File: config.mk
export PLATFORM = sky130hd
export DESIGN_NAME = mtm_timer
export DESIGN_NICKNAME = d
export VERILOG_FILES = /design/src/include/mtm_pkg.sv /design/src/hdl/mtm_sync.sv /design/src/hdl/mtm_timer.sv
export VERILOG_INCLUDE_DIRS = /design/src /design/src/include
export SDC_FILE = /design/constraint.sdc
export NUM_CORES = 1
export LEC_CHECK = 0
export BUFFER_PORTS_ARGS = -buffer_cell sky130_fd_sc_hd__buf_2
export CAP_MARGIN = 20
export CORE_UTILIZATION = 50
export DETAILED_ROUTE_END_ITERATION = 10
export GPL_TIMING_DRIVEN = 0
export PLACE_DENSITY = 0.79
export SYNTH_ARGS = -nofsm -noshare
export SYNTH_HDL_FRONTEND = slang
export SYNTH_SLANG_ARGS = --single-unit
File: constraint.sdc
create_clock -name i_clk -period 7.6 [get_ports i_clk]
set_input_delay 1.52 -clock i_clk [delete_from_list [all_inputs] [get_ports i_clk]]
set_output_delay 1.52 -clock i_clk [all_outputs]
set_load 0.02 [all_outputs]
File: src/include/mtm_defs.svh
// Constants for the modulo timer: offsets, fields, resets, timing
`ifndef MTM_DEFS_SVH
`define MTM_DEFS_SVH

`define MTM_OFS_SC          12'h000
`define MTM_OFS_CLK         12'h004
`define MTM_OFS_CNT         12'h008
`define MTM_OFS_MOD         12'h00c
`define MTM_OFS_PWR         12'h010

`define MTM_SC_FLAG_BIT     7
`define MTM_SC_IE_BIT       6
`define MTM_SC_RST_BIT      5
`define MTM_SC_HALT_BIT     4
`define MTM_CLK_SEL_MSB     5
`define MTM_CLK_SEL_LSB     4
`define MTM_CLK_DIV_MSB     3
`define MTM_CLK_DIV_LSB     0

`define MTM_RST_HALT        1'h1
`define MTM_RST_CLKSEL      2'h0
`define MTM_RST_DIVSEL      4'h0
`define MTM_RST_MOD         8'h00
`define MTM_RST_CNT         8'h00

`define MTM_DIV_MAX_CODE    4'h8
`define MTM_SYNC_STAGES     2

`endif

File: src/include/mtm_pkg.sv
// Types shared by the modulo timer design
package mtm_pkg;
   typedef enum logic [1:0] {
      MTM_SRC_BUS   = 2'h0,
      MTM_SRC_FIXED = 2'h1,
      MTM_SRC_PIN_F = 2'h2,
      MTM_SRC_PIN_R = 2'h3
   } mtm_src_t;

   typedef enum logic [2:0] {
      MTM_PWR_RUN  = 3'h1,
      MTM_PWR_STOP = 3'h2,
      MTM_PWR_DBG  = 3'h4
   } mtm_pwr_t;
endpackage : mtm_pkg

File: src/hdl/mtm_sync.sv
// Two-flop synchroniser with combinational rise and fall detection
`timescale 1ns/1ps
module mtm_sync #(
   parameter int STAGES = 2
) (
   input  wire logic i_clk,
   input  wire logic i_nrst,
   input  wire logic i_async,
   output logic      o_level,
   output logic      o_rise,
   output logic      o_fall
);
   logic [STAGES-1:0] sync_ff;
   logic              prev_ff;

   // Elaboration check: one flop alone does not settle a metastable input
   if (STAGES < 2) begin : g_bad_stages
      $error("mtm_sync needs at least two stages");
   end

   always_ff @(posedge i_clk) begin
      if (!i_nrst) begin
         sync_ff <= '0;
         prev_ff <= 1'b0;
      end else begin
         sync_ff <= {sync_ff[STAGES-2:0], i_async};
         prev_ff <= sync_ff[STAGES-1];
      end
   end

   assign o_level = sync_ff[STAGES-1];
   assign o_rise  = sync_ff[STAGES-1] & ~prev_ff;
   assign o_fall  = ~sync_ff[STAGES-1] & prev_ff;
endmodule : mtm_sync

File: src/hdl/mtm_timer.sv
// Modulo timer core with APB register slave
//
// The implementer's own choices: the address map and the APB register port.
`timescale 1ns/1ps
`include "mtm_defs.svh"
module mtm_timer (
   input  wire logic        i_clk,
   input  wire logic        i_nrst,
   input  wire logic        i_psel,
   input  wire logic        i_penable,
   input  wire logic        i_pwrite,
   input  wire logic [11:0] i_paddr,
   input  wire logic [31:0] i_pwdata,
   input  wire logic [3:0]  i_pstrb,
   output logic      [31:0] o_prdata,
   output logic             o_pready,
   output logic             o_pslverr,
   input  wire logic        i_fixed_frequency_clock,
   input  wire logic        i_external_count_clock_pin,
   input  wire logic        i_stop_mode,
   input  wire logic        i_deep_stop_wake,
   input  wire logic        i_debug_active,
   output logic             o_irq
);
   // ******************************************************
   // Declarations
   // ******************************************************
   logic       flag_ff;
   logic       ie_ff;
   logic       halt_ff;
   logic [1:0] clksel_ff;
   logic [3:0] div_sel_ff;
   logic [7:0] cnt_ff;
   logic [7:0] mod_ff;
   logic [7:0] pre_ff;
   logic       armed_ff;
   logic       pin_level;
   logic       pin_rise;
   logic       pin_fall;
   logic       fix_rise;
   logic       src_tick;
   logic       cnt_tick;
   logic       run;
   logic       soft_rst;
   logic       wr_acc;
   logic       rd_acc;
   logic       wr_lane0;
   logic       addr_ok;
   logic [7:0] pre_div;
   logic [7:0] nxt_pre;
   logic [7:0] rd_byte;
   logic       wr_sc;
   logic       wr_mod;
   logic       rd_sc;
   logic       clr_by_sw;
   logic       ovf_evt;
   logic [2:0] pwr_view;

   // ******************************************************
   // Bus decode
   // ******************************************************
   assign wr_acc   = i_psel & i_penable & i_pwrite & o_pready;
   assign rd_acc   = i_psel & i_penable & ~i_pwrite & o_pready;
   assign wr_lane0 = wr_acc & i_pstrb[0];
   assign addr_ok  = (i_paddr == `MTM_OFS_SC) | (i_paddr == `MTM_OFS_CLK)
                   | (i_paddr == `MTM_OFS_CNT) | (i_paddr == `MTM_OFS_MOD)
                   | (i_paddr == `MTM_OFS_PWR);
   assign wr_sc    = wr_lane0 & (i_paddr == `MTM_OFS_SC);
   assign wr_mod   = wr_lane0 & (i_paddr == `MTM_OFS_MOD);
   assign rd_sc    = rd_acc & (i_paddr == `MTM_OFS_SC);
   assign soft_rst = wr_sc & i_pwdata[`MTM_SC_RST_BIT];

   // Stop-mode and debug view, read at the power status offset
   assign pwr_view = i_stop_mode ? mtm_pkg::MTM_PWR_STOP
                   : (i_debug_active ? mtm_pkg::MTM_PWR_DBG : mtm_pkg::MTM_PWR_RUN);

   // ******************************************************
   // Clock source selection
   // ******************************************************
   // pin synchroniser
   mtm_sync #(
      .STAGES (`MTM_SYNC_STAGES)
   ) u_pin_sync (
      .i_clk   (i_clk),
      .i_nrst  (i_nrst),
      .i_async (i_external_count_clock_pin),
      .o_level (pin_level),
      .o_rise  (pin_rise),
      .o_fall  (pin_fall)
   );

   // Fixed clock is another domain, so it is synchronised too
   mtm_sync #(
      .STAGES (`MTM_SYNC_STAGES)
   ) u_fix_sync (
      .i_clk   (i_clk),
      .i_nrst  (i_nrst),
      .i_async (i_fixed_frequency_clock),
      .o_level (),
      .o_rise  (fix_rise),
      .o_fall  ()
   );

   always_comb begin
      unique case (mtm_pkg::mtm_src_t'(clksel_ff))
         mtm_pkg::MTM_SRC_BUS:   src_tick = 1'b1;
         mtm_pkg::MTM_SRC_FIXED: src_tick = fix_rise;
         mtm_pkg::MTM_SRC_PIN_F: src_tick = pin_fall;
         mtm_pkg::MTM_SRC_PIN_R: src_tick = pin_rise;
      endcase
   end

   always_comb begin
      if (div_sel_ff > `MTM_DIV_MAX_CODE) begin
         pre_div = 8'hff;
      end else begin
         pre_div = 8'((9'h001 << div_sel_ff) - 9'h001);
      end
   end

   // counting gated by halt, stop and debug; state held
   assign run      = ~halt_ff & ~i_stop_mode & ~i_debug_active;
   assign cnt_tick = run & src_tick & (pre_ff >= pre_div);
   assign nxt_pre  = (pre_ff >= pre_div) ? 8'h00 : pre_ff + 8'h01;

   // ******************************************************
   // Prescaler and counter
   // ******************************************************
   always_ff @(posedge i_clk) begin
      if (!i_nrst || i_deep_stop_wake) begin
         pre_ff <= 8'h00;
      end else if (soft_rst || wr_mod) begin
         pre_ff <= 8'h00;
      end else if (run && src_tick) begin
         pre_ff <= nxt_pre;
      end
   end

   // counter with modulo wrap and soft reset
   always_ff @(posedge i_clk) begin
      if (!i_nrst || i_deep_stop_wake) begin
         cnt_ff <= `MTM_RST_CNT;
      end else if (soft_rst || wr_mod) begin
         cnt_ff <= `MTM_RST_CNT;
      end else if (cnt_tick) begin
         cnt_ff <= (mod_ff != 8'h00 && cnt_ff == mod_ff) ? 8'h00 : cnt_ff + 8'h01;
      end
   end

   // overflow when count at limit (free-running: 0xff) rolls
   assign ovf_evt = cnt_tick & (cnt_ff == ((mod_ff == 8'h00) ? 8'hff : mod_ff));

   // ******************************************************
   // Status and control
   // ******************************************************
   // Read of status with flag set arms the clear
   always_ff @(posedge i_clk) begin
      if (!i_nrst || i_deep_stop_wake) begin
         armed_ff <= 1'b0;
      end else if (rd_sc) begin
         armed_ff <= flag_ff;
      end else if (wr_sc || !flag_ff) begin
         armed_ff <= 1'b0;
      end
   end

   assign clr_by_sw = (wr_sc & armed_ff & ~i_pwdata[`MTM_SC_FLAG_BIT]) | soft_rst | wr_mod;

   always_ff @(posedge i_clk) begin
      if (!i_nrst || i_deep_stop_wake) begin
         flag_ff <= 1'b0;
      end else if (ovf_evt) begin
         flag_ff <= 1'b1;
      end else if (clr_by_sw) begin
         flag_ff <= 1'b0;
      end
   end

   always_ff @(posedge i_clk) begin
      if (!i_nrst || i_deep_stop_wake) begin
         ie_ff   <= 1'b0;
         halt_ff <= `MTM_RST_HALT;
      end else if (wr_sc) begin
         ie_ff   <= i_pwdata[`MTM_SC_IE_BIT];
         halt_ff <= i_pwdata[`MTM_SC_HALT_BIT];
      end
   end

   always_ff @(posedge i_clk) begin
      if (!i_nrst || i_deep_stop_wake) begin
         clksel_ff  <= `MTM_RST_CLKSEL;
         div_sel_ff <= `MTM_RST_DIVSEL;
      end else if (wr_lane0 && i_paddr == `MTM_OFS_CLK) begin
         clksel_ff  <= i_pwdata[`MTM_CLK_SEL_MSB:`MTM_CLK_SEL_LSB];
         div_sel_ff <= i_pwdata[`MTM_CLK_DIV_MSB:`MTM_CLK_DIV_LSB];
      end
   end

   always_ff @(posedge i_clk) begin
      if (!i_nrst || i_deep_stop_wake) begin
         mod_ff <= `MTM_RST_MOD;
      end else if (wr_mod) begin
         mod_ff <= i_pwdata[7:0];
      end
   end

   // interrupt request, also the wait wake-up
   always_ff @(posedge i_clk) begin
      if (!i_nrst || i_deep_stop_wake) begin
         o_irq <= 1'b0;
      end else begin
         // Next flag value, so an overflow beside a clear keeps the request
         o_irq <= (ovf_evt | (flag_ff & ~clr_by_sw)) & ie_ff;
      end
   end

   // ******************************************************
   // APB read and answer
   // ******************************************************
   always_comb begin
      unique case (i_paddr)
         `MTM_OFS_SC:  rd_byte = {flag_ff, ie_ff, 1'b0, halt_ff, 4'h0};
         `MTM_OFS_CLK: rd_byte = {2'h0, clksel_ff, div_sel_ff};
         `MTM_OFS_CNT: rd_byte = cnt_ff;
         `MTM_OFS_MOD: rd_byte = mod_ff;
         `MTM_OFS_PWR: rd_byte = {4'h0, pin_level, pwr_view};
         default:      rd_byte = 8'h00;
      endcase
   end

   // No wait state: pready rises in the first access cycle
   always_ff @(posedge i_clk) begin
      if (!i_nrst) begin
         o_pready  <= 1'b0;
         o_prdata  <= 32'h0000_0000;
         o_pslverr <= 1'b0;
      end else if (i_psel && !i_penable) begin
         o_pready  <= 1'b1;
         o_prdata  <= i_pwrite ? 32'h0000_0000 : {24'h00_0000, rd_byte};
         o_pslverr <= ~addr_ok;
      end else begin
         o_pready  <= 1'b0;
         o_prdata  <= 32'h0000_0000;
         o_pslverr <= 1'b0;
      end
   end
endmodule : mtm_timer

==> results of run 1 <==
-- cell families after synthesis --
logic type	count (synthesis)
xor gates and xnor gates	5
and+or+nand+nor	151
AOI/OAI and AO/OA	77
adders and majority gates	11
buffers and inverters	49
other	1
muxes	13
DFF	51
-- area by class of cell --
type	instances	area (sq um)
flip-flops and latches	51	1020
well taps	72	90.1
multi-input cells	281	1690
clock buffers	5	68.8
inverters	14	52.6
clock inverters	3	23.8
plain buffers	35	221
repair buffers	41	205
fillers	530	2160
-- power breakdown --
part / switching, mW / leakage (nW) / internal, mW
Combinational: 0.0277 / 0.984 / 0.0193
Sequential: 0.000734 / 0.412 / 0.269
Clock: 0.0945 / 0.0461 / 0.0666
-- placed cells by master, fill, tap and decap left out, types with 9 or more instances in the layout --
cell type  instances
clkbuf_1          10
and3_1            10
and2_1            12
dfxtp_1           51
nand3_1            9
inv_1             14
nand2_1           39
buf_4             24
nor2_1            36
ha_1              11
a21oi_1           26
mux2i_1           12
buf_2             41
o21ai_0           13
conb_1            24
-- per-stage QoR --
stage               hold WS [ps]  area [sq um]
floorplan                    412          2990
global placement             417          3280
detailed placement           424          3280
CTS                          449          3380
global route                 488          3380
finish                       444          3380
-- routing by layer --
layer | global-route usage [%] | wire [um] | vias to the layer above
li1 | - | - | 1366
met3 | 3.72 | 364 | 12
met5 | 0 | 0 | -
met4 | 10.6 | 157 | 0
met1 | 27.6 | 2890 | 1235
met2 | 37.9 | 3120 | 81
-- registers in the layout, indices dropped and copies added, names as in the netlist, 2 cells and up --
name	count
clksel_ff	2
u_fix_sync.sync_ff	2
cnt_ff	8
o_prdata	8
div_sel_ff	4
u_pin_sync.sync_ff	2
mod_ff	8
pre_ff	8
-- critical path, delay by kind of cell, from the launching register on --
family	cells	cell delay [ps]
AO/OA/AOI/OAI	6	1530
flip-flops	1	310
adder cells (fa/ha/maj)	2	560
AND/OR/NAND/NOR	4	640
buffers and inverters	2	510
-- worst max path at each step --
stage                           end  cells after the start
after floorplan           cnt_ff[4]                      7
after global placement    cnt_ff[3]                     15
after detailed placement  cnt_ff[2]                     14
after CTS                 cnt_ff[4]                     14
after global routing      cnt_ff[2]                     15
final                     cnt_ff[4]                     14
==> summary.txt, run 1 <==
Worst hold path
  – WHS Endpoint: u_pin_sync.sync_ff[1]
  – Startpoint of the worst hold path: u_pin_sync.sync_ff[0]
  – Min-delay worst type: reg2reg
  – Worst Hold Depth: 1

Setup path
  – CP endpoint kind: register
  – Reg2reg setup slack: 3950 ps
  – CP max-delay cell: o31ai_1
  – R2r worst-path depth: 14
  – Worst path max stage delay: just over 600 ps
  – Crit path DAT: about 3900 ps
  – Critical path cell sequence: clkbuf_1, nor2_1, nand3b_1, ha_1, a211oi_1, o32ai_1, ha_1, o21a_1, nor2_1, o31ai_1, and2_1, clkbuf_1, o21ai_0, a32o_1
  – R2r endpoint: cnt_ff[4]
  – Reg2Reg Launch Point: div_sel_ff[2]
  – Worst EP required: between 7000 and 8000 ps
  – Critical Path Start: div_sel_ff[2]
  – Critical path type: reg2reg
  – Worst Path Max Fanout: 10
  – Critical Path Source Type: register

Logic synthesis
  – Top cells by area, synth: dfxtp_1 35%, buf_4 6.2%, nand2_1 5.0%
  – Largest family of logic cells by synthesized area: simple AND/OR/NAND/NOR gates
  – Distinct cells, synth: 48
  – Post-synthesis simple-gate area fraction: 26.5%
  – Post-synthesis register bit count: 51
  – Post-Syn Area: 2900 sq um
  – Post-synth top area cell: dfxtp_1
  – Ys async rst share: 0%
  – Seq/Total Area, Yosys: between 30% and 40%
  – Ys Warns: 0
  – Post-synth top cells: 51 x dfxtp_1, 39 x nand2_1, 36 x nor2_1
  – Most frequent cell after synthesis: dfxtp_1
  – Post-synthesis adder-cell area fraction: under 10%
  – Post-Synth XOR/XNOR Area: 1.51%
  – Synth Instances: 358
  – Avg Cell Area, Syn: ~8 sq um
  – Synth Flop Type: dfxtp_1
  – Synth Area in Compound Gates: about 18%
  – Post-synthesis mux area share: about 5%
  – Post-synth EDFFs: 0
  – Post-synth top area share: roughly a third

Flow run
  – Max_cap viols: 0

STA
  – Final hold vios: 0
  – Least-Margin Pin Slew: 908 ps
  – Clock Skew: between 6 and 7 ps
  – Fmax achieved: between 200 and 300 MHz
  – Post-route minimum period: roughly 3700 ps
  – Setup TNS: 0 ps
  – Slew headroom: roughly two fifths
  – Pins Over Slew Limit: 0
  – Final setup margin: 3950 ps
  – Final Setup Violations: 0
  – RSZ-0062 raised after global routing: false
  – Final period utilization: about 48%

Pwr
  – Worst IR Drop VDD: between 0.1 and 0.15 mV
  – Total Power: roughly 0.48 mW
  – Pleak: 1.44 nW
  – Power Density: about 140 nW/um^2

Clocking
  – Num CTS Buffers: 5
  – CTS tree: done
  – Number of gates resized after CTS: 0
  – CTS root buffer: clkbuf_8
  – Hold_buf cts: 0
  – Clock Path Buffers: 2
  – Worst skew pair latency: 310 ps
  – Post-CTS Setup Repair Bufs: 0
  – Clock transition at path regs: 100 ps
  – CTS sink count: just over 50
  – H-Tree Depth: 2

Drt
  – Vias after detailed routing: around 2.7k
  – DR pass1 iterations: 4
  – Vias/cell: approximately 5.4
  – Initial DRC count: 153
  – Antenna Nets Post-Route: 0
  – Remaining DRCs: 0
  – Routed wire per std cell: around 13 um
  – Routed WL: roughly 6.5 mm

Global route
  – First-pass GRT wire length: between 10 and 15 mm
  – Total GRT Usage: between 20% and 30%
  – Initial antenna violation count: 0
  – Largest net degree at the start of global routing: 18
  – Vias in the first global route: between 2k and 2.5k
  – Total overflow reported by the global router: 0

Placement
  – Count of buffers from port buffering: between 40 and 50
  – Setup WS pre-CTS: roughly 4000 ps
  – Routability Congestion: about 0.9
  – Placed insts: 494
  – HPWL Detailed: about 5.1 mm

Floorplan
  – Core box area: 5540 sq um
  – Row cnt: 27
  – Die W: approximately 78 um
  – Die Span Y: roughly 78 um
  – Starting Density: a little over half
  – Die area: around 6100 sq um
  – Boundary Pins: between 90 and 100

Cells and area
  – Final Non-Filler Cells: 502
  – Area added between synthesis and finish: 16.3%
  – Utilization after layout: 60.9%
  – # diodes: 0
  – Share of layout cells above drive strength 1: 18.4%
  – Fin nets: between 400 and 500

Outcome
  – Status: completed
Power figures use the tool's default switching activity.
==> run 2: changes to the inputs <==
==> constraint.sdc (replaced) <==
create_clock -name i_clk -period 3.81 [get_ports i_clk]
set_input_delay 0.762 -clock i_clk [delete_from_list [all_inputs] [get_ports i_clk]]
set_output_delay 0.762 -clock i_clk [all_outputs]
set_load 0.02 [all_outputs]
==> run 2 against run 1 <==
Against the previous run:
- maximum frequency up 5.7%
- via count up 0.30%
- register-to-register slack worse by 3600 ps
- worst hold slack unchanged
- sequential power up 100%
- critical endpoint unchanged
- sequential cell count unchanged
- clock power up 99%
- total power up 99%
==> summary.txt, run 2 (synthesized netlist as in run 1, its figures left out) <==
Drt
  – Routed WL: 6.55 mm
  – Remaining DRCs: 0
  – Initial DRC count: between 150 and 200
  – Antenna Nets Post-Route: 0
  – Vias/cell: approximately 5.4
  – DR pass1 iterations: 4
  – Routed wire per std cell: about 13 um
  – Vias after detailed routing: ~2.7k

Worst hold path
  – Worst Hold Depth: 1
  – Min-delay worst type: reg2reg
  – WHS Endpoint: u_pin_sync.sync_ff[1]
  – Startpoint of the worst hold path: u_pin_sync.sync_ff[0]

Setup path
  – Worst Path Max Fanout: 10
  – Critical Path Source Type: register
  – CP delay by family, top: compound AO/OA/AOI/OAI gates
  – Critical path type: reg2reg
  – R2r endpoint: cnt_ff[4]
  – Worst path max stage delay: about 450 ps
  – CP bufs+invs: 2
  – Critical path cell sequence: clkbuf_1, nor2_1, nand3b_1, ha_1, a211oi_1, o32ai_1, ha_1, o21a_1, nor2_1, o31ai_2, and2_1, clkbuf_1, o21ai_0, a32o_1
  – Reg2reg setup slack: between 300 and 400 ps
  – Worst EP required: between 4000 and 5000 ps
  – Crit path DAT: about 3700 ps
  – R2r worst-path depth: 14
  – CP max-delay cell: o31ai_2
  – Reg2Reg Launch Point: div_sel_ff[2]
  – CP endpoint kind: register

Floorplan
  – Starting Density: between 50% and 60%
  – Row cnt: 27
  – Die Span Y: between 70 and 80 um
  – Die W: around 80 um
  – Boundary Pins: 93
  – Die area: 6110 sq um
  – Core box area: 5540 sq um

Clocking
  – H-Tree Depth: 2
  – Clock transition at path regs: 100 ps
  – Clock Path Buffers: 2
  – CTS root buffer: clkbuf_8
  – CTS sink count: 51
  – CTS tree: done
  – Num CTS Buffers: 5
  – Post-CTS Setup Repair Bufs: 0
  – Worst skew pair latency: 310 ps

Global route
  – Total overflow reported by the global router: 0
  – Total GRT Usage: between 20% and 30%
  – Initial antenna violation count: 0
  – Largest net degree at the start of global routing: 18
  – Vias in the first global route: between 2k and 2.5k
  – First-pass GRT wire length: approximately 11 mm

STA
  – Slew headroom: approximately two fifths
  – Least-Margin Pin Slew: 908 ps
  – Fmax achieved: roughly 290 MHz
  – Clock Skew: between 6 and 7 ps
  – Final hold vios: 0
  – Pins Over Slew Limit: 0
  – RSZ-0062 raised after global routing: false
  – Final period utilization: slightly above 90%
  – Post-route minimum period: approximately 3500 ps
  – Setup TNS: 0 ps
  – Final Setup Violations: 0
  – Final hold slack: around 440 ps

Cells and area
  – Area added between synthesis and finish: 16.5%
  – Fin nets: 498
  – Share of layout cells above drive strength 1: 18.6%
  – Commonest non-fill, non-tap cell in the layout: dfxtp_1
  – # diodes: 0
  – Commonest cells after routing, fill and taps aside: 51 x dfxtp_1, 41 x buf_2, 39 x nand2_1, 36 x nor2_1, 26 x a21oi_1

Pwr
  – Worst IR Drop VDD: approximately 0.21 mV
  – Gate power share: roughly a tenth
  – Pint: 0.707 mW
  – NetSw: 0.245 mW
  – Power Density: 282 nW/um^2
  – Sequential power share: ~56%
  – Sw Share: approximately a quarter
  – Pleak: 1.44 nW
  – Clock power frac: between 30% and 40%

Placement
  – Routability Congestion: approximately 0.9
  – HPWL Detailed: about 5 mm
  – Count of buffers from port buffering: about 40

Outcome
  – Status: completed

Flow run
  – Max_cap viols: 0
==> run 2: cell counts in the layout (fill, tap and decap cells not counted) <==
Identical to the previous run, type by type.
==> run 2: worst max path at each step <==
stage	to	cells after the start	startpoint	slack, ps
floorplan	cnt_ff[3]	14	div_sel_ff[2]	800
global placement	cnt_ff[3]	15	div_sel_ff[2]	290
detailed placement	cnt_ff[2]	14	div_sel_ff[2]	200
CTS	cnt_ff[4]	14	div_sel_ff[2]	170
global route	cnt_ff[2]	15	div_sel_ff[2]	40
finish	cnt_ff[4]	14	div_sel_ff[2]	350
==> run 2: power groups by stage <==
| stage | Clock [mW] | Combinational (mW) | Sequential (mW) |
|---|---|---|---|
| 3_5_place_dp | 0 | 0.0922 | 0.550 |
| 2_1_floorplan | 0 | 0.0635 | 0.550 |
| 4_1_cts | 0.330 | 0.0925 | 0.538 |
| 3_3_place_gp | 0 | 0.0913 | 0.550 |
| 6_report | 0.321 | 0.0938 | 0.537 |
| 5_1_grt | 0.350 | 0.102 | 0.538 |
==> run 2: repair_timing <==
item                                    CTS  global route
hold buffers                              0             0
resized for setup                         0             1
endpoints found under the setup margin    0             7
==> run 2: layout make-up <==
| type | count | area, sq um |
|---|---|---|
| Fill cell | 528 | 2160 |
| Multi-Input combinational cell | 281 | 1700 |
| Sequential cell | 51 | 1020 |
| Buffer | 35 | 221 |
| Timing Repair Buffer | 41 | 205 |
| Tap cell | 72 | 90.1 |
| Clock buffer | 5 | 68.8 |
| Inverter | 14 | 52.6 |
| Clock inverter | 3 | 23.8 |
==> run 2: metrics by stage <==
| stage | instances | utilization [%] | total power, mW | area, sq um | setup WS (ps) |
|---|---|---|---|---|---|
| floorplan | 381 | - | 0.614 | 2990 | 798 |
| global placement | 494 | 59.3 | 0.641 | 3280 | 292 |
| detailed placement | 494 | 59.3 | 0.642 | 3280 | 201 |
| CTS | 502 | 60.9 | 0.960 | 3380 | 168 |
| global route | 502 | 61.0 | 0.990 | 3380 | 43.3 |
| finish | 502 | 61.0 | 0.952 | 3380 | 352 |
==> run 2: metal layers <==
layer	global-route usage, %	share of wire (%)
met4	10.6	2.4
met1	27.6	44
met3	3.72	5.6
met5	0	0
met2	37.9	48
==> run 3: changes to the inputs <==
==> constraint.sdc (replaced) <==
create_clock -name i_clk -period 3.3 [get_ports i_clk]
set_input_delay 0.66 -clock i_clk [delete_from_list [all_inputs] [get_ports i_clk]]
set_output_delay 0.66 -clock i_clk [all_outputs]
set_load 0.02 [all_outputs]
==> run 3 against run 2 <==
Against the previous run:
- via count unchanged
- routed wire length up 0.63%
- largest power group unchanged
- sequential cell count did not move
- critical path depth is 2 lower
- sequential share of layout area rose by 0.056 points
- cell count fell by 1.0%
==> summary.txt, run 3 (synthesized netlist as in run 1, its figures left out) <==
STA
  – Post-route minimum period: a little over 3000 ps
  – Final hold vios: 0
  – Least-Margin Pin Slew: 917 ps
  – Final setup margin: ~260 ps
  – RSZ-0062 raised after global routing: false
  – Slew headroom: roughly two fifths
  – Clock Skew: between 5 and 6 ps
  – Final period utilization: just over 90%
  – Pins Over Slew Limit: 0
  – Fmax achieved: roughly 330 MHz
  – Final Setup Violations: 0

Global route
  – Total overflow reported by the global router: 0
  – Vias in the first global route: 2,470
  – Largest net degree at the start of global routing: 18
  – Initial antenna violation count: 0
  – Total GRT Usage: roughly 22%
  – First-pass GRT wire length: ~11 mm

Floorplan
  – Core box area: 5540 sq um
  – Die W: slightly below 80 um
  – Row cnt: 27
  – Boundary Pins: 93
  – Die Span Y: roughly 78 um
  – Die area: slightly above 6000 sq um
  – Starting Density: between 50% and 60%

Drt
  – Vias/cell: roughly 5.4
  – DR pass1 iterations: 5
  – Initial DRC count: about 130
  – Routed wire per std cell: ~13 um
  – Remaining DRCs: 0
  – Routed WL: about 6.6 mm
  – Vias after detailed routing: about 2.7k
  – Antenna Nets Post-Route: 0

Pwr
  – Power Density: roughly 330 nW/um^2
  – NetSw: 0.285 mW
  – Clock power frac: between 30% and 40%
  – Pleak: ~1.4 nW
  – Sw Share: 25.9%
  – Pint: between 0.8 and 0.9 mW
  – Gate power share: under 10%
  – Sequential power share: ~56%
  – Worst IR Drop VDD: ~0.24 mV

Setup path
  – Worst Path Max Fanout: 10
  – Crit path DAT: about 3200 ps
  – CP max-delay cell: dfxtp_1
  – CP delay by family, top: compound AO/OA/AOI/OAI gates
  – CP most frequent cell: ha_1
  – Critical path type: reg2reg
  – Critical path cell sequence: nor2_2, nand3b_1, ha_1, a211oi_1, o32ai_1, ha_1, o21a_1, nor2_1, o31ai_4, and2_1, o21ai_0, a32o_1
  – Reg2reg setup slack: approximately 260 ps
  – CP bufs+invs: 0
  – Critical Path Source Type: register
  – Worst path max stage delay: 430 ps
  – CP endpoint kind: register
  – Worst EP required: approximately 3500 ps

Clocking
  – H-Tree Depth: 2
  – CTS tree: done
  – Num CTS Buffers: 5
  – Post-CTS Setup Repair Bufs: 0
  – Clock transition at path regs: ~100 ps
  – CTS sink count: between 50 and 60
  – CTS root buffer: clkbuf_8
  – Hold_buf cts: 0
  – Worst skew pair latency: 310 ps
  – Clock Path Buffers: 2

Cells and area
  – Share of layout cells above drive strength 1: 19.1%
  – Fin nets: 493
  – Utilization after layout: 60.9%
  – Commonest cells after routing, fill and taps aside: 51 x dfxtp_1, 41 x buf_2, 39 x nand2_1, 35 x nor2_1, 26 x a21oi_1
  – # diodes: 0
  – Commonest non-fill, non-tap cell in the layout: dfxtp_1
  – Area added between synthesis and finish: 16.3%
  – Final Non-Filler Cells: a little under 500

Placement
  – Routability Congestion: around 0.9
  – Count of buffers from port buffering: 41
  – HPWL Detailed: between 5 and 6 mm
  – Setup WS pre-CTS: -309 ps
  – Placed insts: around 490

Flow run
  – Max_cap viols: 0

Worst hold path
  – Min-delay worst type: reg2reg

Outcome
  – Status: completed
run 3: final cells by class:
type                            instances  area, sq um
Buffer                                 30          203
Clock buffer                            5         68.8
Clock inverter                          3         23.8
Fill cell                             529         2170
Inverter                               14         52.6
Multi-Input combinational cell        281         1710
Sequential cell                        51         1020
Tap cell                               72         90.1
Timing Repair Buffer                   41          205
run 3: per-stage QoR:
| stage | hold WS (ps) | cell area (sq um) | power (mW) | setup TNS [ps] |
|---|---|---|---|---|
| final | 447 | 3370 | 1.10 | 0 |
| after detailed placement | 424 | 3280 | 0.741 | -2220 |
| after CTS | 449 | 3390 | 1.11 | 0 |
| after floorplan | 412 | 2990 | 0.709 | 0 |
| after global routing | 488 | 3370 | 1.14 | 0 |
| after global placement | 417 | 3280 | 0.740 | -1380 |
run 3: worst paths after layout:
check	startpoint	endpoint	cells after the start
max	div_sel_ff[2]	cnt_ff[2]	12
min	u_pin_sync.sync_ff[0]	u_pin_sync.sync_ff[1]	1
max reg2reg	div_sel_ff[2]	cnt_ff[2]	12
min reg2reg	u_pin_sync.sync_ff[0]	u_pin_sync.sync_ff[1]	1
run 3: worst reg2reg max path: cells and delay by family (launching register included):
kind / cells / cell delay [ps]
adders and majority gates: 2 / 560
and+or+nand+nor: 4 / 710
DFF: 1 / 430
AOI/OAI and AO/OA: 6 / 1220
run 3: timing repair:
action / CTS / global route
pin swaps: 0 / 1
resized for setup: 3 / 1
endpoints found under the setup margin: 10 / 8
run 3: power by group through the flow:
| stage | registers (mW) | clock network [mW] | logic (mW) |
|---|---|---|---|
| detailed placement | 0.635 | 0 | 0.106 |
| floorplan | 0.635 | 0 | 0.0733 |
| global placement | 0.635 | 0 | 0.105 |
| global route | 0.621 | 0.404 | 0.118 |
| CTS | 0.621 | 0.381 | 0.107 |
| finish | 0.620 | 0.373 | 0.108 |
run 3: per-layer routing:
layer | vias to the layer above | GRT usage [%] | routed length (um)
li1 | 1355 | - | -
met1 | 1248 | 27.6 | 2950
met2 | 88 | 38.1 | 3130
met3 | 11 | 3.72 | 349
met4 | 0 | 10.6 | 156
met5 | - | 0 | 0
